$ cat src/shared/lin_slave_map.vh
`ifndef LIN_SLAVE_MAP_VH
`define LIN_SLAVE_MAP_VH

////////////////////////////////////////////////////////////////////////
// timing, all derived from the 100 MHz core clock
`define CLK_PERIOD_NS   10
`define BIT_NS_FAST     52083
`define BIT_NS_SLOW     104167
`define BRK_BITS        11
// least break length: round up to whole cycles
`define BRK_MIN_CYC     ((`BRK_BITS*`BIT_NS_FAST+`CLK_PERIOD_NS-1)/`CLK_PERIOD_NS)
// sync span is eight bit times, with 15 percent slack each way
`define SYNC_MIN_CYC    ((8*`BIT_NS_FAST*85/100+`CLK_PERIOD_NS-1)/`CLK_PERIOD_NS)
`define SYNC_MAX_CYC    (8*`BIT_NS_SLOW*115/100/`CLK_PERIOD_NS)

////////////////////////////////////////////////////////////////////////
// frame length budget in bit times: (header + 10*(n+1)) * 1.4
`define FRAME_HDR_BITS  16'd34
`define FRAME_NUM       16'd14
`define FRAME_DEN       16'd10

////////////////////////////////////////////////////////////////////////
// comm_error_state layout
`define ERR_BIT_POS     0
`define ERR_HDR_POS     1
`define ERR_DATA_POS    2
`define ERR_TOUT_POS    3
`define ERR_RST         8'h00

////////////////////////////////////////////////////////////////////////
// response byte layout of reading frames
`define RSP_ADDR        3'd0
`define RSP_ERR         3'd1
`define RSP_FLAGS       3'd2
`define RSP_POS_HI      3'd3
`define RSP_POS_LO      3'd4
`define RSP_CFG         3'd5
`define RSP_PAD         8'hFF

`endif

$ cat src/rtl/lin_slave_protocol_handler.v
`timescale 1ns/1ps
`include "lin_slave_map.vh"

// Overview of operation
// RULE_01: full read reports, clears three motion flags
// RULE_02: short read clears only lost-step flag
// RULE_03: 8-bit error register, bits 3..0 used
// RULE_04: checksum, stop or length fault sets data
// RULE_05: parity or sync fault sets header error
// RULE_06: overlong frame sets timeout error
// RULE_07: driven bit differs from bus, bit error
// RULE_08: full read frame clears error register
// RULE_09: address from four OTP, three strap bits
// RULE_10: select bit picks address bit arrangement
// RULE_11: identifier, 2/4/8 data bytes, checksum
// RULE_12: inverted carry-wrapped sum over data only
// RULE_13: bit rate 9.6 or 19.2 kbit/s
// RULE_14: bit timing learned from master sync
// RULE_15: accept writing frames for device control
// RULE_16: answer reads with position, status, config
// RULE_17: identifier bits 7 and 6 are parity
// RULE_18: identifier bits 5:4 give data length
// RULE_19: error bits sticky until full read
// RULE_20: act only on frames carrying own address; code also acts on frames with byte 1 bit 7 clear
module lin_slave_protocol_handler #(
  parameter [5:0]  FULL_READ_ID  = 6'h10,
  parameter [5:0]  SHORT_READ_ID = 6'h11,
  parameter [19:0] BRK_MIN       = `BRK_MIN_CYC,
  parameter [16:0] SYNC_MIN      = `SYNC_MIN_CYC,
  parameter [16:0] SYNC_MAX      = `SYNC_MAX_CYC
) (
  input  wire        clk,
  input  wire        rst,
  input  wire        ce,
  input  wire        linIn,
  output wire        linOut,
  output wire        linOeN,
  input  wire [2:0]  strapAddrPins,
  input  wire [3:0]  otpAddrBits,
  input  wire        addrCombineSelect,
  input  wire [15:0] presentPosition,
  input  wire [7:0]  configReadback,
  input  wire [4:0]  statusBits,
  input  wire        lostStepSet,
  input  wire        blockedRotorSet,
  input  wire        absoluteBlockSet,
  output wire        lostStepFlag,
  output wire        blockedRotorFlag,
  output wire        absoluteBlockFlag,
  output wire [7:0]  commErrorState,
  output wire        wrValid,
  output wire [7:0]  wrData,
  output wire        wrLast,
  input  wire        wrReady
);

  localparam [4:0] S_IDLE = 5'b00001;
  localparam [4:0] S_BRK  = 5'b00010;
  localparam [4:0] S_SYNC = 5'b00100;
  localparam [4:0] S_RX   = 5'b01000;
  localparam [4:0] S_TX   = 5'b10000;

  ////////////////////////////////////////////////////////////////////////
  // helpers

  // carry wraps back into bit 0
  function [7:0] addc;
    input [7:0] a;
    input [7:0] b;
    reg   [8:0] s;
    begin
      s    = {1'b0, a} + {1'b0, b};
      addc = s[7:0] + {7'h00, s[8]};
    end
  endfunction

  function parOk;
    input [7:0] v;
    begin
      parOk = (v[6] == (v[0] ^ v[1] ^ v[2] ^ v[4])) &&
              (v[7] == ~(v[1] ^ v[3] ^ v[4] ^ v[5]));
    end
  endfunction

  function [3:0] lenOf;
    input [1:0] c;
    begin
      lenOf = (c == 2'b11) ? 4'd8 : (c == 2'b10) ? 4'd4 : 4'd2;
    end
  endfunction

  // allowed frame length in bit times
  function [7:0] frameMax;
    input [3:0] n;
    reg   [15:0] t;
    begin
      t        = (`FRAME_HDR_BITS + 16'd10 * ({12'h000, n} + 16'd1)) * `FRAME_NUM;
      t        = t / `FRAME_DEN;
      frameMax = t[7:0];
    end
  endfunction

  ////////////////////////////////////////////////////////////////////////
  // state

  reg [4:0]  st_r;
  reg        rxM_r, rxS_r, rxD_r;
  reg [2:0]  strapM_r, strapS_r;
  reg [6:0]  nodeAddr_r;
  reg [19:0] lowCnt_r;
  reg [16:0] syncCnt_r;
  reg [2:0]  edges_r;
  reg [13:0] bitT_r;
  reg [13:0] cnt_r;
  reg [3:0]  bit_r;
  reg        busy_r;
  reg [7:0]  sh_r;
  reg [3:0]  idx_r;
  reg [3:0]  len_r;
  reg [7:0]  sum_r;
  reg [21:0] frameCyc_r;
  reg [7:0]  buf_r [0:7];
  reg        drn_r;
  reg [2:0]  dIdx_r;
  reg [3:0]  errSet_r;
  reg        fullClr_r, shortClr_r;
  reg [7:0]  errState_r;
  reg        lostStep_r, blocked_r, absBlock_r;
  reg        oeN_r;

  wire        fall     = rxD_r & ~rxS_r;
  wire        inFrame  = (st_r == S_RX) || (st_r == S_TX);
  wire [19:0] brkLim   = inFrame ? ({6'h00, bitT_r} * 20'd11) : BRK_MIN;
  wire [21:0] toutLim  = {8'h00, bitT_r} * {14'h0000, frameMax(len_r)};
  wire [13:0] halfT    = {1'b0, bitT_r[13:1]};
  wire        txBit    = (bit_r == 4'd0) ? 1'b0 :
                         (bit_r <= 4'd8) ? sh_r[bit_r[2:0] - 3'd1] : 1'b1;
  wire [3:0]  idxN     = (bit_r == 4'hF) ? idx_r : idx_r + 4'd1;
  wire        idxData  = (idxN <= len_r);
  wire [7:0]  dataN    = buf_r[idxN[2:0] - 3'd1];
  wire [7:0]  nxtByte  = idxData ? dataN : ~sum_r;
  wire        bufReady;

  assign linOut            = 1'b0;
  assign linOeN            = oeN_r;
  assign commErrorState    = errState_r;
  assign lostStepFlag      = lostStep_r;
  assign blockedRotorFlag  = blocked_r;
  assign absoluteBlockFlag = absBlock_r;

  ////////////////////////////////////////////////////////////////////////
  // accepted write data toward the motion logic
  // RULE_15: write frame out
  lin_skid_buffer #(
    .W(9)
  ) wrBuf (
    .clk      (clk),
    .rst      (rst),
    .ce       (ce),
    .inValid  (drn_r),
    .inData   ({(dIdx_r == len_r[2:0] - 3'd1), buf_r[dIdx_r]}),
    .inReady  (bufReady),
    .outValid (wrValid),
    .outData  ({wrLast, wrData}),
    .outReady (wrReady)
  );

  ////////////////////////////////////////////////////////////////////////
  // sticky status, pin sync and node address
  always @(posedge clk) begin
    if (rst) begin
      rxM_r      <= 1'b1;
      rxS_r      <= 1'b1;
      rxD_r      <= 1'b1;
      strapM_r   <= 3'h0;
      strapS_r   <= 3'h0;
      nodeAddr_r <= 7'h00;
      errState_r <= `ERR_RST;
      lostStep_r <= 1'b0;
      blocked_r  <= 1'b0;
      absBlock_r <= 1'b0;
      lowCnt_r   <= 20'h00000;
      oeN_r      <= 1'b1;
    end else if (ce) begin
      rxM_r    <= linIn;
      rxS_r    <= rxM_r;
      rxD_r    <= rxS_r;
      strapM_r <= strapAddrPins;
      strapS_r <= strapM_r;
      // RULE_09: address build
      // RULE_10: combine select
      nodeAddr_r <= addrCombineSelect ? {strapS_r[2], otpAddrBits, strapS_r[1:0]}
                                      : {otpAddrBits, strapS_r};
      // RULE_19: sticky, set wins
      // RULE_08: full read clears
      // RULE_03: upper bits stay zero
      errState_r <= (fullClr_r ? `ERR_RST : errState_r) | {4'h0, errSet_r};
      // RULE_01: full read clears
      // RULE_02: short read clears
      lostStep_r <= ((fullClr_r | shortClr_r) ? 1'b0 : lostStep_r) | lostStepSet;
      blocked_r  <= (fullClr_r ? 1'b0 : blocked_r) | blockedRotorSet;
      absBlock_r <= (fullClr_r ? 1'b0 : absBlock_r) | absoluteBlockSet;
      // saturating low-run counter for break detection
      // limit can shrink mid-run when the state changes, hence the compare
      lowCnt_r <= rxS_r ? 20'h00000 : (lowCnt_r >= brkLim ? lowCnt_r : lowCnt_r + 20'd1);
      // open-drain: enable low only while a dominant bit is sent
      oeN_r <= !((st_r == S_TX) && !txBit);
    end
  end

  ////////////////////////////////////////////////////////////////////////
  // frame sequencer
  always @(posedge clk) begin
    if (rst) begin
      st_r       <= S_IDLE;
      syncCnt_r  <= 17'h00000;
      edges_r    <= 3'h0;
      bitT_r     <= 14'h0000;
      cnt_r      <= 14'h0000;
      bit_r      <= 4'h0;
      busy_r     <= 1'b0;
      sh_r       <= 8'h00;
      idx_r      <= 4'h0;
      len_r      <= 4'd8;
      sum_r      <= 8'h00;
      frameCyc_r <= 22'h000000;
      drn_r      <= 1'b0;
      dIdx_r     <= 3'h0;
      errSet_r   <= 4'h0;
      fullClr_r  <= 1'b0;
      shortClr_r <= 1'b0;
    end else if (ce) begin
      errSet_r   <= 4'h0;
      fullClr_r  <= 1'b0;
      shortClr_r <= 1'b0;
      frameCyc_r <= frameCyc_r + 22'd1;
      // drain stalls on back-pressure, never drops a byte
      if (drn_r && bufReady) begin
        dIdx_r <= dIdx_r + 3'd1;
        if (dIdx_r == len_r[2:0] - 3'd1)
          drn_r <= 1'b0;
      end
      case (st_r)
        S_IDLE: ;
        S_BRK: begin
          if (rxS_r) begin
            st_r      <= S_SYNC;
            edges_r   <= 3'h0;
            syncCnt_r <= 17'h00000;
          end
        end
        // RULE_14: learn bit time
        S_SYNC: begin
          if (edges_r != 3'h0)
            syncCnt_r <= syncCnt_r + 17'd1;
          if (fall) begin
            edges_r <= edges_r + 3'd1;
            if (edges_r == 3'd4) begin
              // RULE_13: rate window
              // RULE_05: sync fault
              if (syncCnt_r < SYNC_MIN) begin
                errSet_r[`ERR_HDR_POS] <= 1'b1;
                st_r <= S_IDLE;
              end else begin
                bitT_r     <= syncCnt_r[16:3];
                st_r       <= S_RX;
                busy_r     <= 1'b0;
                idx_r      <= 4'h0;
                len_r      <= 4'd8;
                frameCyc_r <= 22'h000000;
              end
            end
          end else if (syncCnt_r > SYNC_MAX) begin
            errSet_r[`ERR_HDR_POS] <= 1'b1;
            st_r <= S_IDLE;
          end
        end
        S_RX: begin
          if (!busy_r) begin
            if (fall) begin
              busy_r <= 1'b1;
              cnt_r  <= halfT;
              bit_r  <= 4'h0;
            end
          end else if (cnt_r != 14'h0000) begin
            cnt_r <= cnt_r - 14'h0001;
          end else begin
            cnt_r <= bitT_r;
            bit_r <= bit_r + 4'd1;
            if (bit_r == 4'h0 && rxS_r) begin
              busy_r <= 1'b0; // start glitch, wait again
            end else if (bit_r >= 4'd1 && bit_r <= 4'd8) begin
              sh_r <= {rxS_r, sh_r[7:1]};
            end else if (bit_r == 4'd9) begin
              busy_r <= 1'b0;
              idx_r  <= idx_r + 4'd1;
              // RULE_04: stop bit fault
              if (!rxS_r) begin
                errSet_r[`ERR_DATA_POS] <= 1'b1;
                st_r <= S_IDLE;
              end else if (idx_r == 4'h0) begin
                // RULE_17: identifier parity
                // RULE_05: parity fault
                if (!parOk(sh_r)) begin
                  errSet_r[`ERR_HDR_POS] <= 1'b1;
                  st_r <= S_IDLE;
                end else begin
                  // RULE_18: length code
                  len_r <= lenOf(sh_r[5:4]);
                  sum_r <= 8'h00;
                  // RULE_16: read snapshot
                  if ((sh_r[5:0] == FULL_READ_ID || sh_r[5:0] == SHORT_READ_ID) &&
                      !drn_r) begin
                    buf_r[`RSP_ADDR]   <= {1'b1, nodeAddr_r};
                    buf_r[`RSP_ERR]    <= errState_r | {4'h0, errSet_r};
                    buf_r[`RSP_FLAGS]  <= {lostStep_r | lostStepSet,
                                           blocked_r | blockedRotorSet,
                                           absBlock_r | absoluteBlockSet, statusBits};
                    buf_r[`RSP_POS_HI] <= presentPosition[15:8];
                    buf_r[`RSP_POS_LO] <= presentPosition[7:0];
                    buf_r[`RSP_CFG]    <= configReadback;
                    buf_r[6]           <= `RSP_PAD;
                    buf_r[7]           <= `RSP_PAD;
                    fullClr_r  <= (sh_r[5:0] == FULL_READ_ID);
                    shortClr_r <= (sh_r[5:0] == SHORT_READ_ID);
                    st_r  <= S_TX;
                    bit_r <= 4'hF; // one idle bit before the answer
                  end
                end
              end else if (idx_r <= len_r) begin
                // RULE_11: data bytes
                buf_r[idx_r[2:0] - 3'd1] <= sh_r;
                sum_r <= addc(sum_r, sh_r);
              end else begin
                // RULE_12: checksum compare
                st_r <= S_IDLE;
                if (sh_r != ~sum_r)
                  errSet_r[`ERR_DATA_POS] <= 1'b1;
                // RULE_20: own address, or byte 1 bit 7 clear
                else if (!buf_r[1][7] || buf_r[1][6:0] == nodeAddr_r) begin
                  drn_r  <= 1'b1;
                  dIdx_r <= 3'h0;
                end
              end
            end
          end
        end
        S_TX: begin
          if (cnt_r != 14'h0000) begin
            cnt_r <= cnt_r - 14'h0001;
            // RULE_07: readback compare
            if (cnt_r == halfT && bit_r != 4'hF && rxS_r != txBit) begin
              errSet_r[`ERR_BIT_POS] <= 1'b1;
              st_r <= S_IDLE;
            end
          end else begin
            cnt_r <= bitT_r;
            if (bit_r == 4'd9 && idx_r == len_r + 4'd1) begin
              st_r <= S_IDLE;
            end else if (bit_r == 4'd9 || bit_r == 4'hF) begin
              // RULE_12: checksum sent last
              idx_r <= idxN;
              bit_r <= 4'h0;
              sh_r  <= nxtByte;
              if (idxData)
                sum_r <= addc(sum_r, dataN);
            end else begin
              bit_r <= bit_r + 4'd1;
            end
          end
        end
        default: st_r <= S_IDLE;
      endcase
      // RULE_06: frame too long
      if (inFrame && frameCyc_r > toutLim) begin
        errSet_r[`ERR_TOUT_POS] <= 1'b1;
        st_r <= S_IDLE;
      end
      // RULE_04: break cuts frame short
      if (rxS_r == 1'b0 && lowCnt_r >= brkLim && st_r != S_BRK) begin
        if (inFrame)
          errSet_r[`ERR_DATA_POS] <= 1'b1;
        st_r <= S_BRK;
      end
    end
  end

endmodule

$ cat src/rtl/lin_skid_buffer.v
`timescale 1ns/1ps

// two-entry buffer: output register plus one spare slot
module lin_skid_buffer #(
  parameter W = 9
) (
  input  wire         clk,
  input  wire         rst,
  input  wire         ce,
  input  wire         inValid,
  input  wire [W-1:0] inData,
  output wire         inReady,
  output reg          outValid,
  output reg  [W-1:0] outData,
  input  wire         outReady
);

  reg [W-1:0] spare_r;
  reg         spareV_r;

  // ready only needs the spare slot, so it is a plain flop output
  assign inReady = !spareV_r;

  ////////////////////////////////////////////////////////////////////////
  // head moves when drained or empty; else incoming word parks in spare
  always @(posedge clk) begin
    if (rst) begin
      outValid <= 1'b0;
      outData  <= {W{1'b0}};
      spare_r  <= {W{1'b0}};
      spareV_r <= 1'b0;
    end else if (ce) begin
      if (outReady || !outValid) begin
        if (spareV_r) begin
          outData  <= spare_r;
          outValid <= 1'b1;
          spareV_r <= 1'b0;
        end else begin
          outData  <= inData;
          outValid <= inValid;
        end
      end else if (inValid && !spareV_r) begin
        spare_r  <= inData;
        spareV_r <= 1'b1;
      end
    end
  end

endmodule

$ cat config.mk
export PLATFORM = sky130hd
export DESIGN_NAME = lin_slave_protocol_handler
export DESIGN_NICKNAME = d
export VERILOG_FILES = /design/src/rtl/lin_slave_protocol_handler.v /design/src/rtl/lin_skid_buffer.v
export VERILOG_INCLUDE_DIRS = /design/src /design/src/shared
export SDC_FILE = /design/constraint.sdc
export NUM_CORES = 1
export LEC_CHECK = 0
export BUFFER_PORTS_ARGS = -buffer_cell sky130_fd_sc_hd__buf_2
export CAP_MARGIN = 15
export CORE_MARGIN = 5
export CORE_UTILIZATION = 64
export DETAILED_ROUTE_END_ITERATION = 8
export PLACE_DENSITY = 0.82
export SETUP_SLACK_MARGIN = 0.02
export SLEW_MARGIN = 20
export SYNTH_ARGS = -nofsm -noshare
export SYNTH_HDL_FRONTEND = slang
export SYNTH_SLANG_ARGS = --single-unit
$ cat constraint.sdc
create_clock -name clk -period 18.4 [get_ports clk]
set_input_delay 0 -clock clk [delete_from_list [all_inputs] [get_ports clk]]
set_output_delay 0 -clock clk [all_outputs]
set_load 0.005 [all_outputs]
== After elaboration in Yosys (flattened, before gate mapping) ==
Memories as Yosys holds them, arrays and structs flattened. A register that Yosys moved wholly into a read port is not among the register bits.
Cells that the tools add are included.

* Register bits: 182
* Bits in writable memories: 64
* Input bits: 45
* Output and inout bits: 23
* Memories: 1

{| class="wikitable"
|+ Memories
! name !! depth !! bits a word !! read ports !! clocked after memory_dff !! write ports !! line !! text
|-
| buf_r || 8 || 8 || 3 || 1 || 8 || lin_slave_protocol_handler.v:122 || <nowiki>reg [7:0] buf_r [0:7];</nowiki>
|}

* Add/subtract/negate cells: 19
* $mul: 4
* Divide/modulo/power cells: 1
* Magnitude comparators: 9
* Equality and inequality tests: 58
* Muxes and demuxes: 224
* Bitwise gates (word level): 21
* Reductions and logical operators: 48

{| class="wikitable"
|+ Operators by type and width
! cell !! count
|-
| 8-bit two-way mux || 23
|-
| 4-bit two-way mux || 38
|-
| 1-bit two-way mux || 95
|-
| 5-bit two-way mux || 19
|-
| 22-bit two-way mux || 4
|-
| 3-bit two-way mux || 18
|-
| 14-bit two-way mux || 3
|-
| 20-bit two-way mux || 2
|-
| 17-bit two-way mux || 2
|-
| 17-bit case mux with 2 select lines || 1
|-
| 8-bit case mux with 2 select lines || 2
|-
| 2-bit inequality test (second input constant) || 14
|-
| 14-bit case mux with 2 select lines || 1
|-
| 14-bit AND reduction || 2
|-
| 13-bit AND reduction || 2
|-
| 5-bit case mux with 5 select lines || 1
|-
| 22-bit by 1-bit adder with 22-bit output (second input constant) || 1
|-
| 22-bit greater-than comparator || 1
|-
| 14-bit by 8-bit multiplier with 22-bit output || 1
|-
| 20-bit by 1-bit adder with 20-bit output (second input constant) || 1
|-
| 20-bit by 18-bit greater-or-equal comparator with 1-bit output || 1
|-
| 8-bit by 8-bit adder with 9-bit output || 2
|-
| 14-bit by 4-bit multiplier with 18-bit output (second input constant) || 1
|-
| 18-bit two-way mux || 1
|-
| 73 further kinds || 148
|}

== Depth between registers and ports, before layout ==
* Depth in word-level cells: 19
* Mapped depth: 75

== Hierarchy ==
Synthesis repeated with hierarchy kept, for this count alone.

* Cell total of the unflattened synthesis: 2498
* Area total of the unflattened synthesis: 21921.0 um2

{| class="wikitable"
|+ Modules (own cells, without submodules)
! module !! times used !! cells each !! area an instance (um2) !! seq. area each (um2)
|-
| lin_slave_protocol_handler || 1 || 2406 || 20930.1 || 5124.9
|-
| lin_skid_buffer || 1 || 92 || 991.0 || 400.4
|}

== Worst setup path after synthesis ==
Ideal clock, no wire load.

* Path kind: flip-flop to flip-flop
* From: reg len_r[1]
* To: reg st_r[4]
* Data arrival time: 13871 ps
* Data required time: 18273 ps
* Setup slack: 4402 ps
* Cell stages (with the launch flop): 70
* Path buffers: 7
* Period minus slack after synthesis: 13998 ps
* Cell sequence: dfxtp_1 buf_6 inv_1 clkbuf_1 ha_1 ha_1 fa_1 clkbuf_1 xor2_1 inv_1 fa_1 inv_1 fa_1 a211o_4 nand2_4 xnor2_1 mux2_4 a2111oi_2 (+34 left out) a21oi_1 o21bai_1 a21oi_1 o21bai_1 a21oi_1 o21bai_1 a21oi_1 o21bai_1 a21oi_1 xnor2_1 ha_1 nand4_1 nand2b_1 o21ai_0 o21ai_0 nand2_1 o21ai_0 mux2i_1

* Word-level cells in the longest chain between the ends: 10

{| class="wikitable"
|+ Ends and longest elaborated chain
! element !! line !! text
|-
| from (decl) || lin_slave_protocol_handler.v:119 || <nowiki>reg [3:0] len_r;</nowiki>
|-
| from (signal assigned) || lin_slave_protocol_handler.v:309 || <nowiki>len_r <= lenOf(sh_r[5:4]);</nowiki>
|-
| 4-bit by 1-bit adder with 5-bit output || lin_slave_protocol_handler.v:97 || <nowiki>t = (`FRAME_HDR_BITS + 16'd10 * ({12'h000, n} + 16'd1)) * `FRAME_NUM;</nowiki>
|-
| 3-bit by 5-bit multiplier with 8-bit output || lin_slave_protocol_handler.v:97 ||
|-
| 6-bit by 9-bit adder with 10-bit output (no source line) || - ||
|-
| 10-bit by 3-bit multiplier with 13-bit output (no source line) || - ||
|-
| 16-bit by 4-bit divider with 16-bit output (no source line) || - ||
|-
| 14-bit by 8-bit multiplier with 22-bit output || lin_slave_protocol_handler.v:134 || <nowiki>wire [21:0] toutLim = {8'h00, bitT_r} * {14'h0000, frameMax(len_r)};</nowiki>
|-
| 22-bit greater-than comparator || lin_slave_protocol_handler.v:375 || <nowiki>if (inFrame && frameCyc_r > toutLim) begin</nowiki>
|-
| 1-bit logical AND || lin_slave_protocol_handler.v:375 ||
|-
| 7-bit by 4-bit inequality test with 1-bit output (no source line) (tied with other cells) || - ||
|-
| 14-bit AND reduction (no source line) or 5-bit two-way mux (tied branches) || - ||
|-
| to (signal assigned) || lin_slave_protocol_handler.v:372 || <nowiki>default: st_r <= S_IDLE;</nowiki>
|-
| to (signal assigned) || lin_slave_protocol_handler.v:377 || <nowiki>st_r <= S_IDLE;</nowiki>
|-
| to (signal assigned) || lin_slave_protocol_handler.v:383 || <nowiki>st_r <= S_BRK;</nowiki>
|-
| to (decl) || lin_slave_protocol_handler.v:106 || <nowiki>reg [4:0] st_r;</nowiki>
|}

Parallel ways exist; a longest one is shown, timed or not.
A chain may end at the register's enable or synchronous reset.

== Worst setup path in the final report ==
* From: reg len_r[3]
* To: reg st_r[4]

The elaborated chain is that of the path after synthesis.

==> impl_metrics.env <==
export IMPL_status="completed"
export IMPL_syn_instance_count=2465
export IMPL_avgViaCountPerCell=6.300
export IMPL_rows=67
export IMPL_vdd_drop_max_v=0.00006929
export IMPL_firstDrtPassIters=6
export IMPL_regArea_um2=5525
export IMPL_async_flop_share=0
export IMPL_hold_path_class="in -> reg"
export IMPL_die_h_um=193.1
export IMPL_finalSetupTns_ns=0
export IMPL_switchingPower_mw=0.2717
export IMPL_placed_cell_area_um2=21930
export IMPL_dpl_hpwl_um=43460
export IMPL_cpPeakStageDelay_ns=0.86
export IMPL_synthDistinctLibCells=107
export IMPL_vias=18710
export IMPL_wire_per_inst_um=20.07
export IMPL_yosysWarnings=0
export IMPL_core_um2=33280
export IMPL_cp_slowest_cell="o221a_1"
export IMPL_total_power_mw=1.183
export IMPL_fin_area_um2=23370
export IMPL_clock_skew_ns=0.02429
export IMPL_synth_area_leader_cell="dfxtp_1"
export IMPL_cellLeakagePower_nw=10.03
export IMPL_dieArea_um2=37300
export IMPL_intPower_mw=0.9111
export IMPL_synth_top_cell_area_share=0.1679
export IMPL_synthMuxAreaShare=0.08622
export IMPL_grt_pass1_wl_um=96500
export IMPL_ant_nets=0
export IMPL_yosysMostFrequentCell="nor2_1"
export IMPL_fin_crit_ns=16.92
export IMPL_clk_latency_ns=0.56
export IMPL_required_ns=18.81
export IMPL_synth_compound_area_frac=0.1726
export IMPL_netlist_top_cells_area="dfxtp_1, ha_1, edfxtp_1"
export IMPL_hold_viol_final=0
export IMPL_cts_root_buf="clkbuf_16"
export IMPL_p_clk_frac=0.486
export IMPL_post_route_period_util=0.9193
export IMPL_synthFlopType="dfxtp_1"
export IMPL_drt_iter0_markers=1839
export IMPL_port_buffer_count=62
export IMPL_nets=2812
export IMPL_fin_hold_ws_ns=0.2168
export IMPL_multi_input_area_um2=14590
export IMPL_syn_avg_cell_area_um2=8.707
export IMPL_antenna_found_initial=1
export IMPL_wirelength_um=59600
export IMPL_finalSetupViolCount=0
export IMPL_gp_congestion=0.9427
export IMPL_area_growth_pct=8.914
export IMPL_cts_resized=0
export IMPL_synth_edf_count=64
export IMPL_synth_top_family_by_area="adder cells"
export IMPL_critPathMaxFanout=28
export IMPL_fillers=2545
export IMPL_cap_violations=0
export IMPL_grt_setup_unrepaired="false"
export IMPL_path_clk_slew_ns=0.06
export IMPL_drive_gt1_frac=0.1031
export IMPL_grt_pass1_vias=18580
export IMPL_synth_seq_cells=244
export IMPL_gr_total_overflow=0
export IMPL_track_usage=0.3193
export IMPL_p_sw_frac=0.2297
export IMPL_cts_tree="yes"
export IMPL_clockBufferDepth=3
export IMPL_start_kind="flop"
export IMPL_powerDensity_nw_per_um2=50.60
export IMPL_relSlewSlack=0.2698
export IMPL_synth_fa_ha_area_frac=0.1878
export IMPL_netlist_top_cells_count="nor2_1, nand2_1, inv_1"
export IMPL_synth_simple_area_share=0.1643
export IMPL_cts_sinks=244
export IMPL_seqPwrFrac=0.471
export IMPL_fmax_mhz=59.12
export IMPL_r2r_slack_ns=1.48
export IMPL_pin_count=68
export IMPL_arrival_ns=17.33
export IMPL_die_w_um=193.1
export IMPL_cts_buffers=28
export IMPL_crit_type="reg -> reg"
export IMPL_synth_xor_area_frac=0.06739
export IMPL_grt_max_degree=92
export IMPL_cp_end_kind="flop"
export IMPL_yosysSeqAreaShare=0.2574
export IMPL_initial_core_util=0.6449
export IMPL_syn_area_um2=21460
export IMPL_drc=0
export IMPL_holdBufCountCts=49
export IMPL_crit_top_cell="a21oi_1"
export IMPL_h_tree_depth=1
export IMPL_maxSlewViolCount=0
export IMPL_worst_pin_slew_ns=1.088
export IMPL_cts_setup_buffers=0
export IMPL_combPwrFrac=0.042
[cells in the final DEF, fill, tap and decap left out, types with 35 or more instances in the layout]
master and n:
a31oi_1 40, edfxtp_1 64, dfxtp_1 180, nand2_1 207, xnor2_1 87, ha_1 179, nand3_1 61, a211oi_1 67
buf_2 61, fa_1 89, a21oi_1 158, xor2_1 69, o21ai_0 70, nor2_1 291, inv_1 205, mux2_2 38
nor3_1 35, and3_1 35, dlygate4sd3_1 49, mux2i_1 59
[final cells by class]
type / instances / area share
tap: 448 / 0.02398
clock inverter: 17 / 0.008297
multi-input combinational: 1885 / 0.6243
clock buffer: 35 / 0.03238
antenna: 1 / 0.0001071
inverter: 208 / 0.03340
sequential: 244 / 0.2364
timing repair buffer: 132 / 0.04111
[metrics by stage]
stage	instances	setup WS, ns	util
after global placement	2868	2.378	0.6589
final	2970	1.484	0.7024
after global routing	2970	0.2764	0.7024
after floorplan	2469	4.402	-
after CTS	2969	1.757	0.7022
after detailed placement	2868	1.964	0.6589
[worst max-delay path: cells and delay by family, from the launching register on]
kind            cells  cell delay (ns)
fa+ha+maj          11             4.03
mux                 4             1.13
xor+xnor            3             0.68
buf+inv             5             0.66
compound gates     31             7.85
simple gates        9             1.83
flops               1             0.54
[metal layers]
metal  up-vias  global-route usage  routed length, um
li1       8732                   -                  -
met1      8927              0.4364              24160
met2       869              0.5166              27610
met3       183             0.05293               5382
met4         0              0.1149               2442
met5         -                   0                  0
[registers in the layout, summed over array words and instances (netlist names), 4 cells and up, named ones only]
| name | count |
|---|---|
| wrBuf.spare_r | 9 |
| sum_r | 8 |
| errSet_r | 4 |
| cnt_r | 14 |
| idx_r | 4 |
| sh_r | 8 |
| syncCnt_r | 17 |
| commErrorState | 4 |
| lowCnt_r | 20 |
| wrBuf.outData | 9 |
| bitT_r | 14 |
| bit_r | 4 |
| nodeAddr_r | 7 |
| buf_r | 64 |
| frameCyc_r | 22 |
| st_r | 5 |
[cells by family (layout without fill, tap and decap cells)]
kind of cell	count (synthesis)	in the layout
AOI/OAI and AO/OA	545	545
xor gates and xnor gates	161	161
adders and majority gates	269	269
buffers and inverters	340	392
DFF	244	244
muxes	135	135
other	1	6
and+or+nand+nor	770	770
[final timing paths]
kind / endpoint / start / cells after the start
max: st_r[4] / len_r[3] / 63
min: rxM_r / linIn / 4
max reg2reg: st_r[4] / len_r[3] / 63
min reg2reg: lowCnt_r[19] / lowCnt_r[19] / 2
[power by group through the flow]
stage	Sequential [mW]	Clock [mW]	Combinational [mW]
detailed placement	0.569	0	0.0392
global route	0.558	0.603	0.0539
global placement	0.569	0	0.0380
CTS	0.558	0.580	0.0484
floorplan	0.567	0	0.0258
finish	0.558	0.575	0.0500
No activity file was read; power rests on OpenSTA's default activity.
